## config.mk

```make
export PLATFORM = sky130hd
export DESIGN_NAME = mmd_decode
export DESIGN_NICKNAME = d
export VERILOG_FILES = /design/src/inc/mmd_pkg.sv /design/src/mmd_decode.sv
export SDC_FILE = /design/constraint.sdc
export NUM_CORES = 1
export LEC_CHECK = 0
export BUFFER_PORTS_ARGS = -buffer_cell sky130_fd_sc_hd__buf_2
export CAP_MARGIN = 20
export CORE_UTILIZATION = 52
export CTS_CLUSTER_SIZE = 16
export DETAILED_ROUTE_END_ITERATION = 10
export PLACE_DENSITY = 0.87
export SLEW_MARGIN = 10
export SYNTH_ARGS = -nofsm -noshare
export SYNTH_HDL_FRONTEND = slang
export SYNTH_SLANG_ARGS = --single-unit
```

## constraint.sdc

```tcl
create_clock -name core_clk -period 2.85 [get_ports core_clk]
set_clock_uncertainty 0.15 [all_clocks]
set_input_delay 0.1425 -clock core_clk [delete_from_list [all_inputs] [get_ports core_clk]]
set_output_delay 0.1425 -clock core_clk [all_outputs]
set_load 0.01 [all_outputs]
```

## src/inc/mmd_pkg.sv

```systemverilog
package mmd_pkg;

  // ----------------------------------------------------------------
  // Register bus
  // ----------------------------------------------------------------
  localparam int AXI_AW = 8;
  localparam logic [5:0] IDX_PA_DATA = 6'h00;
  localparam logic [5:0] IDX_PA_DIR = 6'h02;
  localparam logic [5:0] IDX_RAM_POS = 6'h10;
  localparam logic [5:0] IDX_EE_POS = 6'h12;
  localparam logic [5:0] IDX_MISC = 6'h13;
  localparam logic [5:0] IDX_STATUS = 6'h14;
  localparam logic [1:0] RESP_OKAY = 2'h0;
  localparam logic [1:0] RESP_SLVERR = 2'h2;

  // ----------------------------------------------------------------
  // Reset values and fields
  // ----------------------------------------------------------------
  localparam logic [7:0] RST_PA = 8'h00;
  localparam logic [7:0] RST_RAM_POS = 8'h00;
  localparam logic [7:0] RST_EE_POS = 8'h01;
  localparam logic [7:0] RST_MISC = 8'h1B;
  localparam logic [2:0] RST_MODE = 3'h0;
  localparam int RAM_POS_LSB = 3;
  localparam int EE_POS_LSB = 4;
  localparam int EE_ON_BIT = 0;
  localparam int MISC_NARROW = 7;
  localparam int MISC_WSTR = 5;
  localparam int MISC_XSTR = 3;
  localparam int MISC_SWAP = 2;
  localparam int MISC_SMALL_EN = 1;
  localparam int MISC_LARGE_EN = 0;
  localparam int MODE_SMODN = 2;
  localparam int MODE_MODB = 1;
  localparam int MODE_MODA = 0;

  // ----------------------------------------------------------------
  // Address map
  // ----------------------------------------------------------------
  localparam logic [1:0] EE_SUB_BLOCK = 2'h3;
  localparam logic [15:0] DEBUG_BASE = 16'hFF00;
  localparam logic [15:0] SMALL_LO_N = 16'h1000;
  localparam logic [15:0] SMALL_LO_S = 16'h9000;
  localparam logic [15:0] LARGE_LO_N = 16'h8000;
  localparam logic [15:0] HALF_TOP = 16'h7FFF;
  localparam logic [8:0] OFS_PE_DATA = 9'h008;
  localparam logic [8:0] OFS_PE_DIR = 9'h009;
  localparam logic [8:0] OFS_PORT_LAST = 9'h003;
  localparam logic [8:0] OFS_EXPAND_LAST = 9'h00F;

  // ----------------------------------------------------------------
  // Target one-hot positions
  // ----------------------------------------------------------------
  localparam int T_DEBUG = 0;
  localparam int T_REGS = 1;
  localparam int T_RAM = 2;
  localparam int T_EEPROM = 3;
  localparam int T_SMALL = 4;
  localparam int T_LARGE = 5;
  localparam int T_EXT = 6;

  typedef enum logic [0:0] {
    BUS_IDLE = 1'b0,
    BUS_HOLD = 1'b1
  } mmd_bus_e;

endpackage

```

## src/mmd_decode.sv

```systemverilog
// The AXI4-Lite slave port was decided locally.
`timescale 1ns/1ns
// Operation
// - 2K RAM, base zero, relocatable 2K
// - RAM field gives base bits 15:11
// - Register block hides lowest 512 RAM bytes
// - Mapping registers write-once normal, anytime special
// - 1K EEPROM at 0C00, 4K relocatable
// - EEPROM enable; forced on single-chip
// - Swap bit exchanges the two arrays
// - Narrow bit: window uses 8-bit bus
// - Window follows register block, 512 bytes
// - Window stretch 0 to 3 E-clocks
// - External stretch 0 to 3 E-clocks
// - Array enables place arrays in map
// - RAM misaligned word in one cycle
// - Strobe, A0, read/write encode access type
// - Peripheral mode drops first 16 registers
// - Expanded modes externalise port A/B registers
// - Port E emulation externalises port E
// - Port A carries high address byte or I/O
// - Port A direction: 0 input, 1 output
// - Mapping writes take effect one cycle later
// - Decode priority debug, regs, RAM, EEPROM, arrays
module mmd_decode #(
  parameter int ECLK_DIV = 2
) (
  input wire logic core_clk,
  input wire logic rst_n,
  input wire logic [mmd_pkg::AXI_AW-1:0] s_axi_awaddr,
  input wire logic s_axi_awvalid,
  output logic s_axi_awready,
  input wire logic [31:0] s_axi_wdata,
  input wire logic [3:0] s_axi_wstrb,
  input wire logic s_axi_wvalid,
  output logic s_axi_wready,
  output logic [1:0] s_axi_bresp,
  output logic s_axi_bvalid,
  input wire logic s_axi_bready,
  input wire logic [mmd_pkg::AXI_AW-1:0] s_axi_araddr,
  input wire logic s_axi_arvalid,
  output logic s_axi_arready,
  output logic [31:0] s_axi_rdata,
  output logic [1:0] s_axi_rresp,
  output logic s_axi_rvalid,
  input wire logic s_axi_rready,
  input wire logic [2:0] mode_pins,
  input wire logic port_e_emulation,
  input wire logic debug_active,
  input wire logic [4:0] reg_base,
  input wire logic cpu_req,
  input wire logic [15:0] cpu_addr,
  input wire logic cpu_write,
  input wire logic cpu_wide,
  output logic cpu_done,
  output logic [6:0] target,
  output logic in_window,
  output logic ext_narrow,
  output logic [15:0] bus_addr,
  output logic byte_strobe_n,
  output logic bus_rw,
  output logic swap_halves,
  input wire logic [7:0] port_a_pins_in,
  output logic [7:0] port_a_pins_out,
  output logic [7:0] port_a_pins_oe
);
  import mmd_pkg::*;

  // ----------------------------------------------------------------
  // Pin synchronisers and mode strap
  // ----------------------------------------------------------------
  logic [2:0] mode_s1_r, mode_s2_r, mode_r, mode_nxt;
  logic [7:0] pa_s1_r, pa_s2_r;
  logic mode_taken_r;
  logic single, periph, expanded, wide_exp, special;

  always_comb begin
    mode_nxt = mode_taken_r ? mode_r : mode_s2_r;
  end

  always_ff @(posedge core_clk) begin
    mode_s1_r <= mode_pins;
    mode_s2_r <= mode_s1_r;
    pa_s1_r <= port_a_pins_in;
    pa_s2_r <= pa_s1_r;
    if (!rst_n) begin
      mode_r <= RST_MODE;
      mode_taken_r <= 1'b0;
    end else begin
      mode_r <= mode_nxt;
      mode_taken_r <= 1'b1;
    end
  end

  assign special = !mode_r[MODE_SMODN];
  assign expanded = mode_r[MODE_MODA];
  assign single = !mode_r[MODE_MODA] && !mode_r[MODE_MODB];
  assign periph = special && mode_r[MODE_MODB] && !mode_r[MODE_MODA];
  assign wide_exp = expanded && mode_r[MODE_MODB];

  // ----------------------------------------------------------------
  // Register bus and mapping registers
  // ----------------------------------------------------------------
  logic aw_hold_r, aw_hold_nxt, w_hold_r, w_hold_nxt;
  logic [5:0] aw_idx_r, aw_idx_nxt;
  logic [7:0] wbyte_r, wbyte_nxt;
  logic wlane_r, wlane_nxt;
  logic bvalid_r, bvalid_nxt, rvalid_r, rvalid_nxt;
  logic [1:0] bresp_r, bresp_nxt, rresp_r, rresp_nxt;
  logic [7:0] rdata_r, rdata_nxt;
  logic [7:0] pa_r, pa_nxt, pdir_r, pdir_nxt;
  logic [7:0] ram_r, ram_nxt, ee_r, ee_nxt, misc_r, misc_nxt;
  logic [2:0] once_r, once_nxt;
  logic [7:0] act_ram_r, act_ee_r, act_misc_r;
  logic [7:0] ee_view;
  logic [5:0] ar_idx;
  logic bus_busy;
  logic awready_r, awready_nxt, wready_r, wready_nxt, arready_r, arready_nxt;

  function automatic logic known_idx(input logic [5:0] idx, input logic ports_on);
    known_idx = ((idx == IDX_PA_DATA || idx == IDX_PA_DIR) && ports_on) ||
                idx == IDX_RAM_POS || idx == IDX_EE_POS || idx == IDX_MISC || idx == IDX_STATUS;
  endfunction

  assign ar_idx = s_axi_araddr[AXI_AW-1:2];
  assign ee_view = single ? (ee_r | 8'h01) : ee_r;

  always_comb begin
    aw_hold_nxt = aw_hold_r;
    aw_idx_nxt = aw_idx_r;
    w_hold_nxt = w_hold_r;
    wbyte_nxt = wbyte_r;
    wlane_nxt = wlane_r;
    bvalid_nxt = bvalid_r && !s_axi_bready;
    bresp_nxt = bresp_r;
    rvalid_nxt = rvalid_r && !s_axi_rready;
    rresp_nxt = rresp_r;
    rdata_nxt = rdata_r;
    pa_nxt = pa_r;
    pdir_nxt = pdir_r;
    ram_nxt = ram_r;
    ee_nxt = ee_r;
    misc_nxt = misc_r;
    once_nxt = once_r;
    if (s_axi_awvalid && s_axi_awready) begin
      aw_hold_nxt = 1'b1;
      aw_idx_nxt = s_axi_awaddr[AXI_AW-1:2];
    end
    if (s_axi_wvalid && s_axi_wready) begin
      w_hold_nxt = 1'b1;
      wbyte_nxt = s_axi_wdata[7:0];
      wlane_nxt = s_axi_wstrb[0];
    end
    if (aw_hold_r && w_hold_r && !bvalid_r) begin
      aw_hold_nxt = 1'b0;
      w_hold_nxt = 1'b0;
      bvalid_nxt = 1'b1;
      bresp_nxt = known_idx(aw_idx_r, single) ? RESP_OKAY : RESP_SLVERR;
      if (wlane_r) begin
        case (aw_idx_r)
          IDX_PA_DATA: if (single) pa_nxt = wbyte_r;
          IDX_PA_DIR: if (single) pdir_nxt = wbyte_r;
          IDX_RAM_POS: if (special || !once_r[0]) begin
            ram_nxt = wbyte_r;
            once_nxt[0] = 1'b1;
          end
          IDX_EE_POS: if (special || !once_r[1]) begin
            ee_nxt = wbyte_r;
            once_nxt[1] = 1'b1;
          end
          IDX_MISC: if (special || !once_r[2]) begin
            misc_nxt = wbyte_r;
            once_nxt[2] = 1'b1;
          end
          default: ;
        endcase
      end
    end
    if (s_axi_arvalid && s_axi_arready) begin
      rvalid_nxt = 1'b1;
      rresp_nxt = known_idx(ar_idx, single) ? RESP_OKAY : RESP_SLVERR;
      case (ar_idx)
        IDX_PA_DATA: rdata_nxt = (pa_r & pdir_r) | (pa_s2_r & ~pdir_r);
        IDX_PA_DIR: rdata_nxt = pdir_r;
        IDX_RAM_POS: rdata_nxt = ram_r;
        IDX_EE_POS: rdata_nxt = ee_view;
        IDX_MISC: rdata_nxt = misc_r;
        IDX_STATUS: rdata_nxt = {3'h0, bus_busy, once_r, 1'b0} | {5'h00, mode_r} << 5;
        default: rdata_nxt = 8'h00;
      endcase
      if (!known_idx(ar_idx, single)) begin
        rdata_nxt = 8'h00;
      end
    end
    // Ready is registered so that every bus output comes straight from a flop.
    awready_nxt = !aw_hold_nxt && !bvalid_nxt;
    wready_nxt = !w_hold_nxt && !bvalid_nxt;
    arready_nxt = !rvalid_nxt;
  end

  // Mapping values reach the decoder one cycle after the write lands.
  always_ff @(posedge core_clk) begin
    if (!rst_n) begin
      aw_hold_r <= 1'b0;
      aw_idx_r <= 6'h00;
      w_hold_r <= 1'b0;
      wbyte_r <= 8'h00;
      wlane_r <= 1'b0;
      bvalid_r <= 1'b0;
      bresp_r <= RESP_OKAY;
      rvalid_r <= 1'b0;
      rresp_r <= RESP_OKAY;
      rdata_r <= 8'h00;
      pa_r <= RST_PA;
      pdir_r <= RST_PA;
      ram_r <= RST_RAM_POS;
      ee_r <= RST_EE_POS;
      misc_r <= RST_MISC;
      once_r <= 3'h0;
      act_ram_r <= RST_RAM_POS;
      act_ee_r <= RST_EE_POS;
      act_misc_r <= RST_MISC;
      awready_r <= 1'b0;
      wready_r <= 1'b0;
      arready_r <= 1'b0;
    end else begin
      aw_hold_r <= aw_hold_nxt;
      aw_idx_r <= aw_idx_nxt;
      w_hold_r <= w_hold_nxt;
      wbyte_r <= wbyte_nxt;
      wlane_r <= wlane_nxt;
      bvalid_r <= bvalid_nxt;
      bresp_r <= bresp_nxt;
      rvalid_r <= rvalid_nxt;
      rresp_r <= rresp_nxt;
      rdata_r <= rdata_nxt;
      pa_r <= pa_nxt;
      pdir_r <= pdir_nxt;
      ram_r <= ram_nxt;
      ee_r <= ee_nxt;
      misc_r <= misc_nxt;
      once_r <= once_nxt;
      act_ram_r <= ram_r;
      act_ee_r <= ee_view;
      act_misc_r <= misc_r;
      awready_r <= awready_nxt;
      wready_r <= wready_nxt;
      arready_r <= arready_nxt;
    end
  end

  assign s_axi_awready = awready_r;
  assign s_axi_wready = wready_r;
  assign s_axi_bvalid = bvalid_r;
  assign s_axi_bresp = bresp_r;
  assign s_axi_arready = arready_r;
  assign s_axi_rvalid = rvalid_r;
  assign s_axi_rresp = rresp_r;
  assign s_axi_rdata = {24'h000000, rdata_r};

  // ----------------------------------------------------------------
  // Address decode and bus cycle
  // ----------------------------------------------------------------
  logic [6:0] hit;
  logic win_hit, narrow_hit, misaligned, port_gone;
  logic [8:0] reg_ofs;
  logic [1:0] str_code;
  logic [15:0] ram_base, ee_base;
  mmd_bus_e st_r, st_nxt;
  logic [3:0] cnt_r, cnt_nxt;
  logic [6:0] target_r, target_nxt;
  logic win_r, win_nxt, narrow_r, narrow_nxt, done_r, done_nxt;
  logic [15:0] addr_r, addr_nxt;
  logic strobe_n_r, strobe_n_nxt, rw_r, rw_nxt, swap_r, swap_nxt;
  logic [7:0] pa_out_r, pa_out_nxt, pa_oe_r, pa_oe_nxt;

  assign reg_ofs = cpu_addr[8:0];
  assign ram_base = {act_ram_r[RAM_POS_LSB+:5], 11'h000};
  assign ee_base = {act_ee_r[EE_POS_LSB+:4], EE_SUB_BLOCK, 10'h000};
  assign bus_busy = (st_r == BUS_HOLD);

  always_comb begin
    hit = 7'h00;
    hit[T_DEBUG] = debug_active && cpu_addr >= DEBUG_BASE;
    hit[T_REGS] = cpu_addr[15:11] == reg_base && !cpu_addr[10] && !cpu_addr[9];
    // Externalised port registers must reach the bus even where RAM overlaps them.
    port_gone = 1'b0;
    if (expanded && reg_ofs <= OFS_PORT_LAST) begin
      port_gone = hit[T_REGS];
      hit[T_REGS] = 1'b0;
    end
    if (expanded && port_e_emulation && (reg_ofs == OFS_PE_DATA || reg_ofs == OFS_PE_DIR)) begin
      port_gone = hit[T_REGS];
      hit[T_REGS] = 1'b0;
    end
    if (periph && reg_ofs <= OFS_EXPAND_LAST) begin
      hit[T_REGS] = 1'b0;
    end
    win_hit = cpu_addr[15:11] == reg_base && !cpu_addr[10] && cpu_addr[9];
    hit[T_RAM] = cpu_addr[15:11] == ram_base[15:11];
    hit[T_EEPROM] = act_ee_r[EE_ON_BIT] && cpu_addr[15:10] == ee_base[15:10];
    if (act_misc_r[MISC_SWAP]) begin
      hit[T_SMALL] = cpu_addr >= SMALL_LO_S;
      hit[T_LARGE] = cpu_addr <= HALF_TOP;
    end else begin
      hit[T_SMALL] = cpu_addr >= SMALL_LO_N && cpu_addr <= HALF_TOP;
      hit[T_LARGE] = cpu_addr >= LARGE_LO_N;
    end
    hit[T_SMALL] = hit[T_SMALL] && act_misc_r[MISC_SMALL_EN];
    hit[T_LARGE] = hit[T_LARGE] && act_misc_r[MISC_LARGE_EN];
    hit[T_EXT] = 1'b1;
    target_nxt = 7'h00;
    if (hit[T_DEBUG]) target_nxt[T_DEBUG] = 1'b1;
    else if (hit[T_REGS]) target_nxt[T_REGS] = 1'b1;
    else if (port_gone) target_nxt[T_EXT] = 1'b1;
    else if (hit[T_RAM]) target_nxt[T_RAM] = 1'b1;
    else if (hit[T_EEPROM]) target_nxt[T_EEPROM] = 1'b1;
    else if (hit[T_SMALL]) target_nxt[T_SMALL] = 1'b1;
    else if (hit[T_LARGE]) target_nxt[T_LARGE] = 1'b1;
    else target_nxt[T_EXT] = 1'b1;
    narrow_hit = (expanded && !mode_r[MODE_MODB]) ||
                 (wide_exp && win_hit && act_misc_r[MISC_NARROW]);
    str_code = win_hit ? act_misc_r[MISC_WSTR+:2] : act_misc_r[MISC_XSTR+:2];
    misaligned = cpu_wide && cpu_addr[0];
    st_nxt = st_r;
    cnt_nxt = cnt_r;
    win_nxt = win_r;
    narrow_nxt = narrow_r;
    addr_nxt = addr_r;
    strobe_n_nxt = strobe_n_r;
    rw_nxt = rw_r;
    swap_nxt = swap_r;
    done_nxt = 1'b0;
    case (st_r)
      BUS_IDLE: begin
        if (cpu_req) begin
          addr_nxt = cpu_addr;
          rw_nxt = !cpu_write;
          strobe_n_nxt = !(cpu_wide ^ cpu_addr[0]);
          swap_nxt = misaligned && target_nxt[T_RAM];
          win_nxt = win_hit && target_nxt[T_EXT];
          narrow_nxt = narrow_hit && target_nxt[T_EXT];
          if (target_nxt[T_EXT] && expanded && !periph) begin
            st_nxt = BUS_HOLD;
            cnt_nxt = 4'((32'(str_code) + 1) * ECLK_DIV - 1);
          end else begin
            done_nxt = 1'b1;
          end
        end else begin
          target_nxt = 7'h00;
        end
      end
      BUS_HOLD: begin
        target_nxt = target_r;
        if (cnt_r == 4'h0) begin
          st_nxt = BUS_IDLE;
          done_nxt = 1'b1;
        end else begin
          cnt_nxt = cnt_r - 4'h1;
        end
      end
      default: st_nxt = BUS_IDLE;
    endcase
    if (single) begin
      pa_out_nxt = pa_r;
      pa_oe_nxt = pdir_r;
    end else begin
      pa_out_nxt = addr_nxt[15:8];
      pa_oe_nxt = {8{st_nxt == BUS_HOLD}};
    end
  end

  always_ff @(posedge core_clk) begin
    if (!rst_n) begin
      st_r <= BUS_IDLE;
      cnt_r <= 4'h0;
      target_r <= 7'h00;
      win_r <= 1'b0;
      narrow_r <= 1'b0;
      addr_r <= 16'h0000;
      strobe_n_r <= 1'b1;
      rw_r <= 1'b1;
      swap_r <= 1'b0;
      done_r <= 1'b0;
      pa_out_r <= 8'h00;
      pa_oe_r <= 8'h00;
    end else begin
      st_r <= st_nxt;
      cnt_r <= cnt_nxt;
      target_r <= target_nxt;
      win_r <= win_nxt;
      narrow_r <= narrow_nxt;
      addr_r <= addr_nxt;
      strobe_n_r <= strobe_n_nxt;
      rw_r <= rw_nxt;
      swap_r <= swap_nxt;
      done_r <= done_nxt;
      pa_out_r <= pa_out_nxt;
      pa_oe_r <= pa_oe_nxt;
    end
  end

  assign target = target_r;
  assign in_window = win_r;
  assign ext_narrow = narrow_r;
  assign bus_addr = addr_r;
  assign byte_strobe_n = strobe_n_r;
  assign bus_rw = rw_r;
  assign swap_halves = swap_r;
  assign cpu_done = done_r;
  assign port_a_pins_out = pa_out_r;
  assign port_a_pins_oe = pa_oe_r;
endmodule // mmd_decode

```

Word-level counts from Yosys, hierarchy flattened. Index checks and enable logic that the tools add are counted. W data, S select, Z words.

Input port bits: 96. Register bits: 177.

Add/subtract/negate cells: 3. $lt $le $gt $ge: 7. Equality and inequality tests: 18. Bitwise logic cells: 7. Reduce and logical (&&, ||, !) cells: 79. Multiplexer cells: 51.

Operators by type and width (number): $eq A6 B5 Y1 const B (8); $ge A16 B16 Y1 const B (3); $pmux W8 S6 (1); $logic_and A1 B1 Y1 (36); $mux W16 (2); $mux W1 (27); $mux W8 (3); $mux W4 (5); $reduce_and A4 Y1 (5); $eq A9 B4 Y1 const B (2); $logic_not A1 Y1 (18); $and A8 B8 Y8 (2); $ge A16 B13 Y1 const B (1); $le A16 B15 Y1 const B (1); $logic_or A1 B1 Y1 (15); $mux W7 (2); $eq A6 B2 Y1 const B (2); $logic_not A6 Y1 (2); $eq A5 B5 Y1 (2); $mux W2 (5); $le A9 B2 Y1 const B (1); $le A9 B4 Y1 const B (1); $not A8 Y8 (1); $or A5 B8 Y8 (1); 15 further kinds (19).

Longest topological paths before layout. Gate-level depths: netlist (run 1).

Depth in word-level cells: 17. Depth in mapped cells: 8. Gate-level depth less buffers: 6.

Worst setup path after synthesis (run 1). No wires, ideal clock.

Path kind: reg2reg. Start point: register bvalid_r (netlist: s_axi_bvalid). End point: register ee_r[0]. Buffers on the path: 1. Slack: 0.721 ns. Data required time: 2.570 ns. Cell stages (with the launch flop): 8. Setup time: 0.130 ns. Arrival: 1.849 ns. Path through: dfxtp_1 > nand3b_4 > or4_4 > or2_1 > a211oi_2 > buf_6 > mux2i_1 > nand2_1.

Cells in the longest elaborated chain, start to end: 3.

Ends and longest elaborated chain: from (decl) (line mmd_decode.sv:108) `logic bvalid_r, bvalid_nxt, rvalid_r, rvalid_nxt;`; from (signal assigned) (line mmd_decode.sv:232) `bvalid_r <= bvalid_nxt;`; $logic_not A1 Y1 (line mmd_decode.sv:154) `if (aw_hold_r && w_hold_r && !bvalid_r) begin`; $logic_and A1 B1 Y1 (line mmd_decode.sv:154); $reduce_and A4 Y1 (no source line); to (signal assigned) (line mmd_decode.sv:240) `ee_r <= ee_nxt;`; to (decl) (line mmd_decode.sv:112) `logic [7:0] ram_r, ram_nxt, ee_r, ee_nxt, misc_r, misc_nxt;`.

No other way between the ends. A chain may end at the register's enable or synchronous reset.

Worst setup path in the final report (run 1).
Start point: input cpu_addr[14]. End point: register pa_oe_r[7] (netlist: port_a_pins_oe[7]).

Cells in the longest elaborated chain, start to end: 16. Elaborated cells on any way between the ends: 34. Those cells by class: order compare (5); eq/ne (3); mux (17); reduce/logical (9).

Ends and longest elaborated chain: from (decl) (line mmd_decode.sv:52) `input wire logic [15:0] cpu_addr,`; $ge A16 B16 Y1, or another cell as far along (line mmd_decode.sv:307) `hit[T_LARGE] = cpu_addr >= LARGE_LO_N;`; $mux W2 / $logic_and A1 B1 Y1 (equally long branches) (line mmd_decode.sv:302, mmd_decode.sv:306); $logic_and A1 B1 Y1 / $mux W2 (equally long branches) (line mmd_decode.sv:310, mmd_decode.sv:302); $mux W1 / $logic_and A1 B1 Y1 (equally long branches) (line mmd_decode.sv:319, mmd_decode.sv:309); $mux W2 (line mmd_decode.sv:318) `else if (hit[T_SMALL]) target_nxt[T_SMALL] = 1'b1;`; $mux W3 (line mmd_decode.sv:317) `else if (hit[T_EEPROM]) target_nxt[T_EEPROM] = 1'b1;`; $mux W4 (line mmd_decode.sv:316) `else if (hit[T_RAM]) target_nxt[T_RAM] = 1'b1;`; $mux W1 (line mmd_decode.sv:315) `else if (port_gone) target_nxt[T_EXT] = 1'b1;`; $mux W5 (line mmd_decode.sv:314) `else if (hit[T_REGS]) target_nxt[T_REGS] = 1'b1;`; $mux W6 * (line mmd_decode.sv:313) `if (hit[T_DEBUG]) target_nxt[T_DEBUG] = 1'b1;`; $logic_and A1 B1 Y1 * (2 in series) (line mmd_decode.sv:343) `if (target_nxt[T_EXT] && expanded && !periph) begin`; $mux W1 * (line mmd_decode.sv:343); $mux W1 * (line mmd_decode.sv:336) `if (cpu_req) begin`; $pmux W1 S2 * (line mmd_decode.sv:334) `case (st_r)`; $mux W8 * (line mmd_decode.sv:364) `if (single) begin`; to (signal assigned) (line mmd_decode.sv:399) `pa_oe_r <= pa_oe_nxt;`; to (decl) (line mmd_decode.sv:275) `logic [7:0] pa_out_r, pa_out_nxt, pa_oe_r, pa_oe_nxt;`.

Every way passes the cells marked *; elsewhere a longest branch is shown, timed or not.

==> metrics.md, run 1 <==
| Metric | Value |
|---|---|
| Outcome | `finished clean` |
| H-tree depth | `4` |
| Vias per cell | `5.198` |
| Vias in the first global route | `5230` |
| Nets | `965` |
| Worst Hold Depth | `3` |
| Max Freq | `0.4010 GHz` |
| Async SR Flop Fraction | `0%` |
| Drt pass-1 iters | `5` |
| Clock transition at path regs | `60 ps` |
| I/O pin count | `182` |
| PostCTS Resize Cnt | `0` |
| 1st-iter DRT viols | `406` |
| Syn Area/Cell | `9.811 µm²` |
| All-Layer GR Usage | `24.21%` |
| Total gr overflow | `0` |
| Worst R2R Path Depth | `6` |
| CORE AREA | `12720 µm²` |
| Drc violations | `0` |
| I/O Buffers | `124` |
| First-pass GRT wire length | `25160 µm` |
| Fillers | `945` |
| Clk sinks | `169` |
| Clk root buf | `clkbuf_16` |
| Initial antenna violation count | `0` |
| Most frequent cells in the layout | `169 x dfxtp_1, 123 x buf_2, 89 x nand2_1, 66 x mux2i_1, 57 x nor2b_1` |
| Seq/Total Area, Yosys | `49.33%` |
| PD cells | `589.6 nW/µm²` |
| Max reg flops | `16` |
| CTS Buffer Depth | `2` |
| Detailed placement HPWL | `10780 µm` |
| Non-Filler Instances | `1052` |
| Cell taking the most area after synthesis | `dfxtp_1` |
| Antenna diodes | `0` |
| Setup violators final | `0` |
| Max FO, Critical Path | `8` |
| Hold Buf Count CTS | `51` |
| CP Launch Type | `primary input` |
| CP required | `3000 ps` |
| Clock latency on the worst-skew pair | `420 ps` |
| Post-synth EDFFs | `0` |
| Critical path, cell by cell | `dlygate4sd3_1 > buf_2 > xor2_1 > nor4_1 > and3b_1 > a21oi_2 > a211oi_4 > nor2_1` |
| Remaining antenna violation count after routing | `0` |
| Slew of the pin with the lowest slew margin | `911.8 ps` |
| # rows | `41` |
| Total Wirelength | `15990 µm` |
| Most common cell after layout, fill and taps aside | `dfxtp_1` |
| Crit-path max cell delay | `530 ps` |
| Final period util | `87.50%` |
| Via count | `5468` |
| Predominant post-synthesis flop cell | `dfxtp_1` |
| Worst Path Buf+Inv | `2` |
| Chip height | `116.8 µm` |
| Crit. End Element | `flip-flop` |
| Synth Register Bits | `169` |
| Cell variety after synth | `58` |
| # Max-Cap Violations | `0` |
| Initial Util | `53.90%` |
| Largest net degree at the start of global routing | `82` |
| Area Growth Syn to Fin | `25.18%` |
| Share of the synthesized area in the top cell type | `49.33%` |
| Setup slack, reg-to-reg | `550 ps` |
| Final Hold Fails | `0` |
| Worst r2r src | `s_axi_bvalid` |
| Setup TNS | `0 ps` |
| Static Leakage | `3.702 nW` |
| Worst Path Class, Setup | `primary input to flip-flop` |
| Hold path start | `cpu_addr[13]` |
| Delay-heaviest family, CP | `simple AND/OR/NAND/NOR gates` |
| Yosys warns | `0` |
| Die X-Extent | `116.8 µm` |
| CP arrival | `2640 ps` |
| Slowest cell on crit path | `dlygate4sd3_1` |
| Placer congestion estimate | `0.8373` |
| Area contributors post-synth | `dfxtp_1 49%, mux2i_1 9.6%, nor2b_1 5.2%, nand2_1 4.9%, a21boi_0 3.2%` |
| Share of post-route cells with drive strength above 1 | `21.36%` |
| Synth Cell Area | `6858 µm²` |
| FF-to-FF End | `pdir_r[5]` |
| Worst hold path type | `primary input to flip-flop` |
| Syn Inst Count | `699` |
| VDD IR max | `0.5525 mV` |
| DP Cell Count | `969` |
| Post-CTS Setup Bufs | `0` |
| Die area | `13650 µm²` |
| Final max-slew violation count | `0` |
| Min Tclk post-route | `2494 ps` |
| CTS buffer count | `17` |
| Hold Path End | `bus_addr[13]` |
| RSZ-0062 raised after global routing | `false` |
| CTS tree | `done` |
| WL/cell | `15.20 µm` |
| Slew margin rel. | `38.55%` |
logic make-up after synthesis:
logic type	after synthesis	share of synthesized area [%]
adders and majority gates	2	0.3648
muxes	68	9.962
xor gates and xnor gates	16	2.043
other	1	0.05468
DFF	169	49.33
buffers and inverters	73	5.948
AOI/OAI and AO/OA	134	14.10
and+or+nand+nor	236	18.19
layout make-up:
type                       count  area (µm²)  area share (%)
clock inverter                14       123.9           1.443
inverter                       7       26.28          0.3061
tap                          172       215.2           2.507
multi-input combinational    482        3161           36.82
sequential                   169        3383           39.41
timing repair buffer         190        1246           14.52
clock buffer                  18       429.2           4.999
cells in the mapped netlist, types with 6 or more instances:
| library cell | n |
|---|---|
| dfxtp_1 | 169 |
| nand2_1 | 89 |
| mux2i_1 | 66 |
| nor2b_1 | 57 |
| a21oi_1 | 30 |
| a21boi_0 | 29 |
| buf_4 | 27 |
| clkbuf_1 | 26 |
| nor2_1 | 20 |
| and2_1 | 16 |
| nand2b_1 | 13 |
| nand3_1 | 13 |
| o21ai_0 | 11 |
| xor2_1 | 11 |
| a21boi_1 | 9 |
| buf_2 | 8 |
| o211a_1 | 8 |
| o21ai_1 | 8 |
| o22ai_1 | 8 |
| inv_1 | 7 |
| a32oi_1 | 6 |
per-layer routing:
metal | share of wire [%] | vias up | GRT usage (%)
met5 | 0 | - | 0
li1 | - | 2682 | -
met4 | 3.0 | 0 | 11.73
met2 | 48 | 209 | 40.95
met3 | 6.1 | 41 | 5.561
met1 | 43 | 2536 | 29.15
worst min-delay path, stage by stage:
cell and delay (ps):
buf_2 170, mux2i_1 130, nor2b_1 100
worst max-delay path by stage:
stage                      start                end  slack [ps]  depth (start not counted)
CTS                 cpu_addr[14]  port_a_pins_oe[7]         360                          8
floorplan           s_axi_bvalid            ee_r[0]         720                          7
global placement    cpu_addr[14]  port_a_pins_oe[1]         510                          7
detailed placement  cpu_addr[14]  port_a_pins_oe[4]         460                          7
finish              cpu_addr[14]  port_a_pins_oe[7]         360                          8
global route        cpu_addr[14]  port_a_pins_oe[4]         180                          8
through the flow:
stage / cell area, µm² / worst slack, ps / utilization, % / power [mW] / hold WS [ps]
2_1_floorplan: 6952 / 721.3 / - / 2.787 / 20.22
3_3_place_gp: 7521 / 513.4 / 59.12 / 2.903 / 95.63
6_report: 8584 / 356.2 / 67.48 / 5.062 / 17.17
5_1_grt: 8584 / 175.5 / 67.48 / 5.251 / 19.50
3_5_place_dp: 7521 / 461.7 / 59.12 / 2.912 / 96.07
4_1_cts: 8584 / 362.3 / 67.48 / 5.078 / 2.284
where the power goes:
part	internal [mW]	switching [mW]	total, mW
logic	0.202	0.229	0.431
clock network	1.20	0.940	2.14
registers	2.44	0.0514	2.49
total	3.84	1.22	5.06
(Power assumes the default switching activity.)
==> inputs of run 2 (changes only) <==
--- a/config.mk
+++ b/config.mk
@@ -11,6 +11,7 @@
 export CTS_CLUSTER_SIZE = 16
 export DETAILED_ROUTE_END_ITERATION = 10
 export PLACE_DENSITY = 0.87
+export REMOVE_ABC_BUFFERS = 1
 export SLEW_MARGIN = 10
 export SYNTH_ARGS = -nofsm -noshare
 export SYNTH_HDL_FRONTEND = slang
==> run 2 against run 1 <==
Combinational power grew 2%. Sequential power hardly changed. Flip-flop and latch count unchanged. Largest cell class unchanged.
==> metrics.md, run 2 (synthesis results as in run 1) <==
| Metric | Value |
|---|---|
| Initial Util | `53.90%` |
| Setup violators final | `0` |
| All-Layer GR Usage | `25.26%` |
| Worst hold path type | `primary input to flip-flop` |
| Post-CTS Setup Bufs | `0` |
| Drt pass-1 iters | `5` |
| Max FO, Critical Path | `8` |
| Crit. End Element | `flip-flop` |
| Largest net degree at the start of global routing | `65` |
| Nets | `964` |
| Die X-Extent | `116.8 µm` |
| Pwr Total | `5.186 mW` |
| Die area | `13650 µm²` |
| Antenna diodes | `0` |
| Min Tclk post-route | `2538 ps` |
| CTS tree | `done` |
| Slew of the pin with the lowest slew margin | `861.5 ps` |
| Detailed placement HPWL | `10640 µm` |
| H-tree depth | `4` |
| First-pass GRT wire length | `25770 µm` |
| Area Growth Syn to Fin | `25.93%` |
| Placed Area | `7511 µm²` |
| CORE AREA | `12720 µm²` |
| Share of post-route cells with drive strength above 1 | `21.16%` |
| Detail Route met2 WL | `8032 µm` |
| Setup TNS | `0 ps` |
| Final period util | `89.06%` |
| Outcome | `finished clean` |
| Max Freq | `0.3940 GHz` |
| Drc violations | `0` |
| CP arrival | `2670 ps` |
| RSZ-0062 raised after global routing | `false` |
| Total gr overflow | `0` |
| Worst Path Class, Setup | `primary input to flip-flop` |
| Clock latency on the worst-skew pair | `420 ps` |
| VDD IR max | `0.4860 mV` |
| 1st-iter DRT viols | `388` |
| CP required | `2980 ps` |
| I/O pin count | `182` |
| Clock transition at path regs | `60 ps` |
| Chip height | `116.8 µm` |
| Clk root buf | `clkbuf_16` |
| Clk sinks | `169` |
| # rows | `41` |
| Most common cell after layout, fill and taps aside | `dfxtp_1` |
| Max reg flops | `16` |
| Final core utilization | `67.88%` |
| CTS Buffer Depth | `2` |
| Initial antenna violation count | `0` |
| I/O Buffers | `124` |
| Static Leakage | `3.725 nW` |
| Met3 Routed Length | `1361 µm` |
| CP Launch Type | `primary input` |
| Remaining antenna violation count after routing | `0` |
| Vias per cell | `5.221` |
| Vias in the first global route | `5276` |
| WL/cell | `15.87 µm` |
| Most frequent cells in the layout | `169 x dfxtp_1, 123 x buf_2, 89 x nand2_1, 66 x mux2i_1, 57 x nor2b_1` |
| Via count | `5487` |
| Met1 Routed Length | `7025 µm` |
| Fin area | `8636 µm²` |
| Highest metal used | `met4` |
| # Max-Cap Violations | `0` |
| Total Wirelength | `16680 µm` |
| Final max-slew violation count | `0` |
| Placer congestion estimate | `0.8065` |
| PD cells | `600.6 nW/µm²` |
| Final Hold Fails | `0` |
| CTS buffer count | `17` |
| Slew margin rel. | `41.94%` |
run 2: path summary, 6_finish.rpt:
path	startpoint	end	slack (ps)	depth (start not counted)
max reg2reg	mode_r[0]	port_a_pins_oe[0]	480	5
max	cpu_addr[11]	port_a_pins_oe[0]	310	8
min reg2reg	pa_s1_r[3]	pa_s2_r[3]	180	0
min	cpu_addr[12]	bus_addr[12]	40	3
run 2: routing by layer:
metal | track usage, % | vias up
li1 | - | 2679
met1 | 30.09 | 2540
met2 | 44.02 | 242
met3 | 6.282 | 26
met4 | 9.536 | 0
met5 | 0 | -
run 2: report_power, final:
group | total (mW) | internal (mW) | switching, mW
clock network | 2.26 | 1.34 | 0.917
logic | 0.441 | 0.203 | 0.238
registers | 2.49 | 2.44 | 0.0509
run 2: critical path, cell delays in order:
cell           delay [ps]
dlygate4sd3_1         530
buf_2                 170
xor2_1                170
nor4_1                470
and3b_1               340
a21oi_2               130
a211oi_4              580
nor2_1                130
run 2: layout make-up:
cell class / count / area, µm²
flip-flops and latches: 169 / 3383
fillers: 945 / 4086
multi-input cells: 482 / 3161
well taps: 172 / 215.2
repair buffers: 189 / 1256
clock buffers: 19 / 452.9
inverters: 7 / 26.28
clock inverters: 13 / 141.4
run 2: timing repair:
action                    4_1_cts  5_1_grt
hold buffers                   53        0
hold endpoints to repair       50        0
gates resized for setup         0        0
run 2: stage by stage:
step	instances	setup WS [ps]	hold WS [ps]
2_1_floorplan	658	371.8	20.22
3_3_place_gp	966	539.2	95.40
3_5_place_dp	966	440.6	96.08
4_1_cts	1051	350.9	32.69
5_1_grt	1051	196.7	97.95
6_report	1051	311.7	42.37
